<file path="src/rtl/lcdms_pkg.sv">
/*
  lcdms_pkg: shared constants, mode enumeration and state records for the
  master/slave timing control of a dot-matrix display driver.
  assumes: one 10 MHz clock, synchronous active-high reset.
*/
package lcdms_pkg;

  // line counter width and frame length default
  localparam int          LCDMS_LINE_W     = 8;
  localparam logic [7:0]  LCDMS_LINES_DEF  = 8'h40;   // lines per frame, plain default
  localparam logic [7:0]  LCDMS_LINE_ZERO  = 8'h00;
  localparam logic [7:0]  LCDMS_LINE_STEP  = 8'h01;

  // clock rate, kept for derived timing if ever needed
  localparam int          LCDMS_CLOCK_HZ   = 10_000_000;

  // operating mode, decided once from the strap after reset
  typedef enum logic [1:0] {
    LCDMS_STRAP  = 2'b00,
    LCDMS_SLAVE  = 2'b01,
    LCDMS_MASTER = 2'b10
  } lcdms_mode_e;

  // whole state of the timing core
  typedef struct packed {
    lcdms_mode_e               mode;
    logic [LCDMS_LINE_W-1:0]   line;        // line counter
    logic [LCDMS_LINE_W-1:0]   pattern;     // line presented to the drivers
    logic                      tick_prev;   // previous line clock level
    logic                      sync_prev;   // previous sync input level
    logic                      ac_level;    // polarity in effect
    logic                      ac_oe;
    logic                      sync_out;
    logic                      sync_oe;
    logic                      master;      // master flag, kept in its own flop
  } lcdms_state_s;

  // whole state of the oscillator amplifier
  typedef struct packed {
    logic amp_out;
    logic amp_oe;
  } lcdms_osc_s;

  localparam lcdms_state_s LCDMS_STATE_RST = '{
    mode: LCDMS_STRAP, line: 8'h00, pattern: 8'h00, tick_prev: 1'b0,
    sync_prev: 1'b0, ac_level: 1'b0, ac_oe: 1'b0, sync_out: 1'b0, sync_oe: 1'b0,
    master: 1'b0};

  localparam lcdms_osc_s LCDMS_OSC_RST = '{amp_out: 1'b0, amp_oe: 1'b0};

endpackage

</file>
<file path="src/rtl/lcdms_osc.sv">
/*
  lcdms_osc: the built-in oscillator amplifier. An inverting stage whose
  loop is closed by the external feedback resistor between the two pins.
  assumes: feedback pin sampled synchronously, enable held steady per mode.
*/
`timescale 1ns/1ns
`default_nettype none

module lcdms_osc
  import lcdms_pkg::*;
(
  input  wire logic clock,
  input  wire logic reset,
  input  wire logic enable,
  input  wire logic osc_feedback_in,
  output logic      osc_amp_out,
  output logic      osc_amp_oe
);

  lcdms_osc_s s_reg;
  lcdms_osc_s s_next;

  ////////////////////////////////////////////////////////////////////////////
  // inverting amplifier; parked low and undriven while disabled
  always_comb begin
    s_next         = s_reg;
    s_next.amp_oe  = enable;
    s_next.amp_out = enable ? ~osc_feedback_in : 1'b0;
  end

  always_ff @(posedge clock) begin
    if (reset) begin
      s_reg <= LCDMS_OSC_RST;
    end else begin
      s_reg <= s_next;
    end
  end

  assign osc_amp_out = s_reg.amp_out;
  assign osc_amp_oe  = s_reg.amp_oe;
endmodule

`default_nettype wire

</file>
<file path="src/rtl/lcdms_timing.sv">
/*
  lcdms_timing: master/slave timing control of a display column driver.
  A strap picks master or slave once after reset. The master runs the
  oscillator and drives polarity and sync; a slave follows both pins.
  assumes: all inputs synchronous to clock; the line clock is slower than
  clock/2; the strap is stable when reset releases.
*/
`timescale 1ns/1ns
`default_nettype none

module lcdms_timing
  import lcdms_pkg::*;
#(
  parameter logic [LCDMS_LINE_W-1:0] LINES_PER_FRAME = LCDMS_LINES_DEF
)(
  input  wire logic                    clock,
  input  wire logic                    reset,
  input  wire logic                    master_select,
  input  wire logic                    osc_feedback_in,
  output logic                         osc_amp_out,
  output logic                         osc_amp_oe,
  input  wire logic                    row_tick_input,
  input  wire logic                    ac_polarity_signal_in,
  output logic                         ac_polarity_signal_out,
  output logic                         ac_polarity_signal_oe,
  input  wire logic                    display_sync_in,
  output logic                         display_sync_out,
  output logic                         display_sync_oe,
  output logic                         is_master,
  output logic                         ac_polarity_level,
  output logic [LCDMS_LINE_W-1:0]      line_pattern
);

  localparam logic [LCDMS_LINE_W-1:0] LAST_LINE = LINES_PER_FRAME - LCDMS_LINE_STEP;

  lcdms_state_s s_reg;
  lcdms_state_s s_next;
  logic         tick_rise;
  logic         tick_fall;
  logic         sync_rise;

  ////////////////////////////////////////////////////////////////////////////
  // edges of the line clock and of the incoming sync pin
  assign tick_rise = row_tick_input & ~s_reg.tick_prev;
  assign tick_fall = ~row_tick_input & s_reg.tick_prev;
  assign sync_rise = display_sync_in & ~s_reg.sync_prev;

  ////////////////////////////////////////////////////////////////////////////
  // next state: mode decode, counter, polarity and sync handling
  always_comb begin
    s_next           = s_reg;
    s_next.tick_prev = row_tick_input;
    s_next.sync_prev = display_sync_in;
    s_next.sync_out  = 1'b0;                 // sync is a one-cycle pulse
    case (s_reg.mode)
      // strap caught one clock after release, never under reset itself
      LCDMS_STRAP: begin
        s_next.mode = master_select ? LCDMS_MASTER : LCDMS_SLAVE;
      end
      LCDMS_MASTER: begin
        s_next.master  = 1'b1;
        s_next.ac_oe   = 1'b1;
        s_next.sync_oe = 1'b1;
        if (tick_rise) begin
          if (s_reg.line >= LAST_LINE) begin
            // frame wrap: flip polarity for every listener on the net
            s_next.line     = LCDMS_LINE_ZERO;
            s_next.ac_level = ~s_reg.ac_level;
            s_next.sync_out = 1'b1;
          end else begin
            s_next.line = s_reg.line + LCDMS_LINE_STEP;
          end
        end
      end
      LCDMS_SLAVE: begin
        s_next.master   = 1'b0;
        s_next.ac_oe    = 1'b0;
        s_next.sync_oe  = 1'b0;
        s_next.ac_level = ac_polarity_signal_in;
        if (sync_rise) begin
          // master's frame start wins over our own count
          s_next.line = LCDMS_LINE_ZERO;
        end else if (tick_rise) begin
          s_next.line = (s_reg.line >= LAST_LINE) ? LCDMS_LINE_ZERO
                                                  : s_reg.line + LCDMS_LINE_STEP;
        end
      end
      // an unused mode code falls back to the strap state instead of locking up
      default: begin
        s_next = LCDMS_STATE_RST;
      end
    endcase
    // pattern changes only on the falling edge, half a line after the count
    if (tick_fall && s_reg.mode != LCDMS_STRAP) begin
      s_next.pattern = s_reg.line;
    end
  end

  ////////////////////////////////////////////////////////////////////////////
  // state register
  always_ff @(posedge clock) begin
    if (reset) begin
      s_reg <= LCDMS_STATE_RST;
    end else begin
      s_reg <= s_next;
    end
  end

  ////////////////////////////////////////////////////////////////////////////
  // oscillator amplifier, enabled only as master
  lcdms_osc u_osc (
    .clock           (clock),
    .reset           (reset),
    .enable          (s_reg.mode == LCDMS_MASTER),
    .osc_feedback_in (osc_feedback_in),
    .osc_amp_out     (osc_amp_out),
    .osc_amp_oe      (osc_amp_oe)
  );

  ////////////////////////////////////////////////////////////////////////////
  // outputs, all straight from the state register
  // the common driver taps ac_polarity_signal_out from the master only
  assign ac_polarity_signal_out = s_reg.ac_level;
  assign ac_polarity_signal_oe  = s_reg.ac_oe;
  assign display_sync_out       = s_reg.sync_out;
  assign display_sync_oe        = s_reg.sync_oe;
  assign is_master              = s_reg.master;      // own flop, one edge after the mode
  assign ac_polarity_level      = s_reg.ac_level;
  assign line_pattern           = s_reg.pattern;
endmodule

`default_nettype wire

</file>
<file path="config.mk">
export PLATFORM = sky130hd
export DESIGN_NAME = lcdms_timing
export DESIGN_NICKNAME = d
export VERILOG_FILES = /design/src/rtl/lcdms_pkg.sv /design/src/rtl/lcdms_osc.sv /design/src/rtl/lcdms_timing.sv
export SDC_FILE = /design/constraint.sdc
export NUM_CORES = 1
export LEC_CHECK = 0
export BUFFER_PORTS_ARGS = -buffer_cell sky130_fd_sc_hd__buf_4
export CAP_MARGIN = 15
export CORE_MARGIN = 4
export CORE_UTILIZATION = 53
export DETAILED_ROUTE_END_ITERATION = 10
export HOLD_SLACK_MARGIN = 0.08
export PLACE_DENSITY = 0.85
export RECOVER_POWER = 25
export SLEW_MARGIN = 30
export SYNTH_ARGS = -nofsm -noshare
export SYNTH_HDL_FRONTEND = slang
export SYNTH_SLANG_ARGS = --single-unit
</file>
<file path="constraint.sdc">
create_clock -name clock -period 2 [get_ports clock]
set_input_delay 0.1 -clock clock [delete_from_list [all_inputs] [get_ports clock]]
set_output_delay 0.1 -clock clock [all_outputs]
set_load 0.1 [all_outputs]
</file>
==> results.yml <==
status:
  status: "finished clean"
timing:
  rsz0062_at_grt: "no"
  fin_tns_setup_ns: 0
  slew_viol_final: 0
  hold_viol: 0
  post-route-min-period_ns: 1.83
  fin_ws_ns: 0.166
  finalSetupViolCount: 0
  worst_pin_slew_ns: 1.17
  period_share_pct: 91.7
  relSlewSlack_pct: 22.5
  fin_skew_ns: 0.0112
  fmax_ghz: 0.545
logic_synthesis:
  synthAdderAreaFrac_pct: 5.19
  ys_seq_elements: 25
  synth-xor-area-share_pct: 0
  synthSimpleGateAreaFrac_pct: 24.7
  yosys-top-cells-area: "dfxtp_1 (41%), nor3b_1 (7.5%), buf_4 (6.8%)"
  synth_warnings: 0
  synth_compound_area_share_pct: 16.4
  syn_inst: 138
  ys.flop_type: "dfxtp_1"
  synth.largest_area_cell: "dfxtp_1"
  synthMuxAreaShare_pct: 1.76
  syn_nets: 150
  async_reset_ff_share_pct: 0
  yosysSeqAreaShare_pct: 41.5
  synth-edff-count: 0
  netlist.area_leader.share_pct: 41.5
  syn_area_per_cell_um2: 8.74
  synth.cell_area_um2: 1210
  synth_top_family_by_area: "simple AND/OR/NAND/NOR gates"
  ys_types: 35
placement:
  dp_slack_ns: 0.215
  finalWeightedCongestion: 0.878
  dp.cells: 173
  dp_hpwl_mm: 1.74
  io_buffers: 22
global_routing:
  antenna_found_initial: 0
  grt_pass1_wl_mm: 4.20
  grt_pass1_vias: 1033
  grt_max_degree: 22
  grtUsageTotal_pct: 16.3
  grt.overflow.total: 0
setup_path:
  slowest_delay_ns: 0.40
  crit_fanout: 7
  critPathBufInv: 1
  arrival_ns: 2.06
  startpoint_type: "flip-flop"
  rr_endpoint: "s_reg[15]"
  path_class: "reg2reg"
  r2r-start: "s_reg[23]"
  cp_cell_sequence: "inv_1 > ha_1 > nor3b_1 > nor2_1 > and4_1 > mux2_2"
  critPathTopFamily: "simple AND/OR/NAND/NOR gates"
  crit_required_ns: 2.23
  end_kind: "flip-flop"
  ff2ff_setup_slack_ns: 0.17
  crit_slowest_cell: "dfxtp_1"
  startpoint: "s_reg[23]"
  r2r_cells: 6
clock_network:
  cts_buffers: 3
  clk_pin_slew_ns: 0.14
  cts_tree: "yes"
  cts_num_sinks: 25
  cts_buffer_depth: 2
  cts_root_buf: "clkbuf_4"
  cts_setup_buffers: 0
  cts_resized: 0
  htree_levels: 1
  clk_latency_ns: 0.32
pwr:
  pwr-share-seq_pct: 51.4
  swShare_pct: 34.1
  switchingPower_mw: 0.350
  power_frac_comb_pct: 26.7
  clkPwrFrac_pct: 21.8
  leakagePower_nw: 0.523
  intPower_mw: 0.676
  p_per_area_nw_per_um2: 758
  vdd_drop_max_mv: 0.561
layout:
  final_cells: 181
  mostFrequentLayoutCells: "dfxtp_1 (25), nor2_1 (18), buf_4 (16), a21oi_1 (14), nor3b_1 (12)"
  diodes: 0
  mostFrequentLayoutCell: "dfxtp_1"
  multiInputGateArea_um2: 579
  drive_gt1_share_pct: 15.7
  regArea_um2: 500
  largest_reg_flops: 12
  fill_cells: 202
  area_growth_pct: 12.2
  nets: 166
routing:
  wl_per_cell_um: 13.5
  drcViolationCount: 0
  drtIter0Drc: 42
  dr.pass1.iters: 4
  num_vias: 1053
  drt-vias-per-instance: 5.82
  ant_nets: 0
  drt-total-wl_mm: 2.44
floorplan:
  die_h_um: 55.7
  rows: 17
  initial_core_util_pct: 55.1
  fp.dieArea_um2: 3100
  io_pins: 23
  core_area_um2: 2190
  die_w_um: 55.7
flow_run:
  cap_violations: 0
hold_path:
  hold_path_end: "s_reg[23]"
  hold_path.class: "in2reg"
  min-delay-start: "master_select"
  hold_depth: 4
==> layout make-up <==
type                    instances  share of cell area [%]
clock inverters                 1                   0.555
inverters                       5                    1.39
flip-flops and latches         25                    37.0
well taps                      28                    2.59
clock buffers                   3                    1.66
multi-input cells              91                    42.8
repair buffers                 28                    14.0
==> per-layer routing <==
layer  share of wire, %  vias up  wire length [µm]  global-route usage, %
met3                5.5        4               134                   2.32
li1                   -      507                 -                      -
met2                 51       40              1260                   27.7
met4                1.0        0                25                   7.99
met5                  0        -                 0                      0
met1                 42      502              1030                   19.9
==> worst max-delay path by stage <==
stage / slack [ns] / to / cells past startpoint
finish: 0.17 / s_reg[15] / 6
global route: 0.01 / s_reg[15] / 6
CTS: 0.20 / s_reg[15] / 6
detailed placement: 0.22 / s_reg[15] / 6
global placement: 0.33 / s_reg[15] / 6
floorplan: 0.40 / s_reg[15] / 6
==> repair_timing <==
action	CTS	global route
endpoints found under the setup margin	0	0
hold endpoints to repair	4	0
hold buffers	4	0
==> worst register-to-register path, cell delays in order (launching register included) <==
cell     delay (ns)
dfxtp_1        0.40
inv_1          0.08
ha_1           0.28
nor3b_1        0.31
nor2_1         0.19
and4_1         0.23
mux2_2         0.26
==> power groups by stage <==
stage	combinational (mW)	sequential [mW]	clock, mW
after global routing	0.294	0.531	0.256
after detailed placement	0.267	0.539	0
final	0.274	0.528	0.224
after floorplan	0.168	0.578	0
after CTS	0.274	0.528	0.234
after global placement	0.257	0.537	0
==> synth_stat cells (all sizes together) (2+ instances only) <==
library cell / instances
dfxtp: 25
nor2: 18
a21oi: 14
buf: 13
nor3b: 13
ha: 5
inv: 5
nand2: 5
clkbuf: 4
o21a: 3
o21ai: 3
and2: 2
nand2b: 2
nand3: 2
nand4: 2
nor3: 2
nor4: 2
o211ai: 2
o31ai: 2
==> per-stage QoR <==
stage,area (µm²),total power [mW],util [%],hold WS [ns]
5_1_grt,1350,1.08,61.8,0.150
3_5_place_dp,1310,0.805,60.0,0.265
3_3_place_gp,1310,0.794,60.0,0.256
2_1_floorplan,1210,0.745,-,0.172
4_1_cts,1380,1.04,63.2,0.112
6_report,1350,1.03,61.8,0.116
==> cell families after synthesis <==
group,count (synthesis)
flops,25
mux,2
buf+inv,22
fa+ha+maj,5
simple gates,53
compound gates,31
No activity file was read; power rests on OpenSTA's default activity.
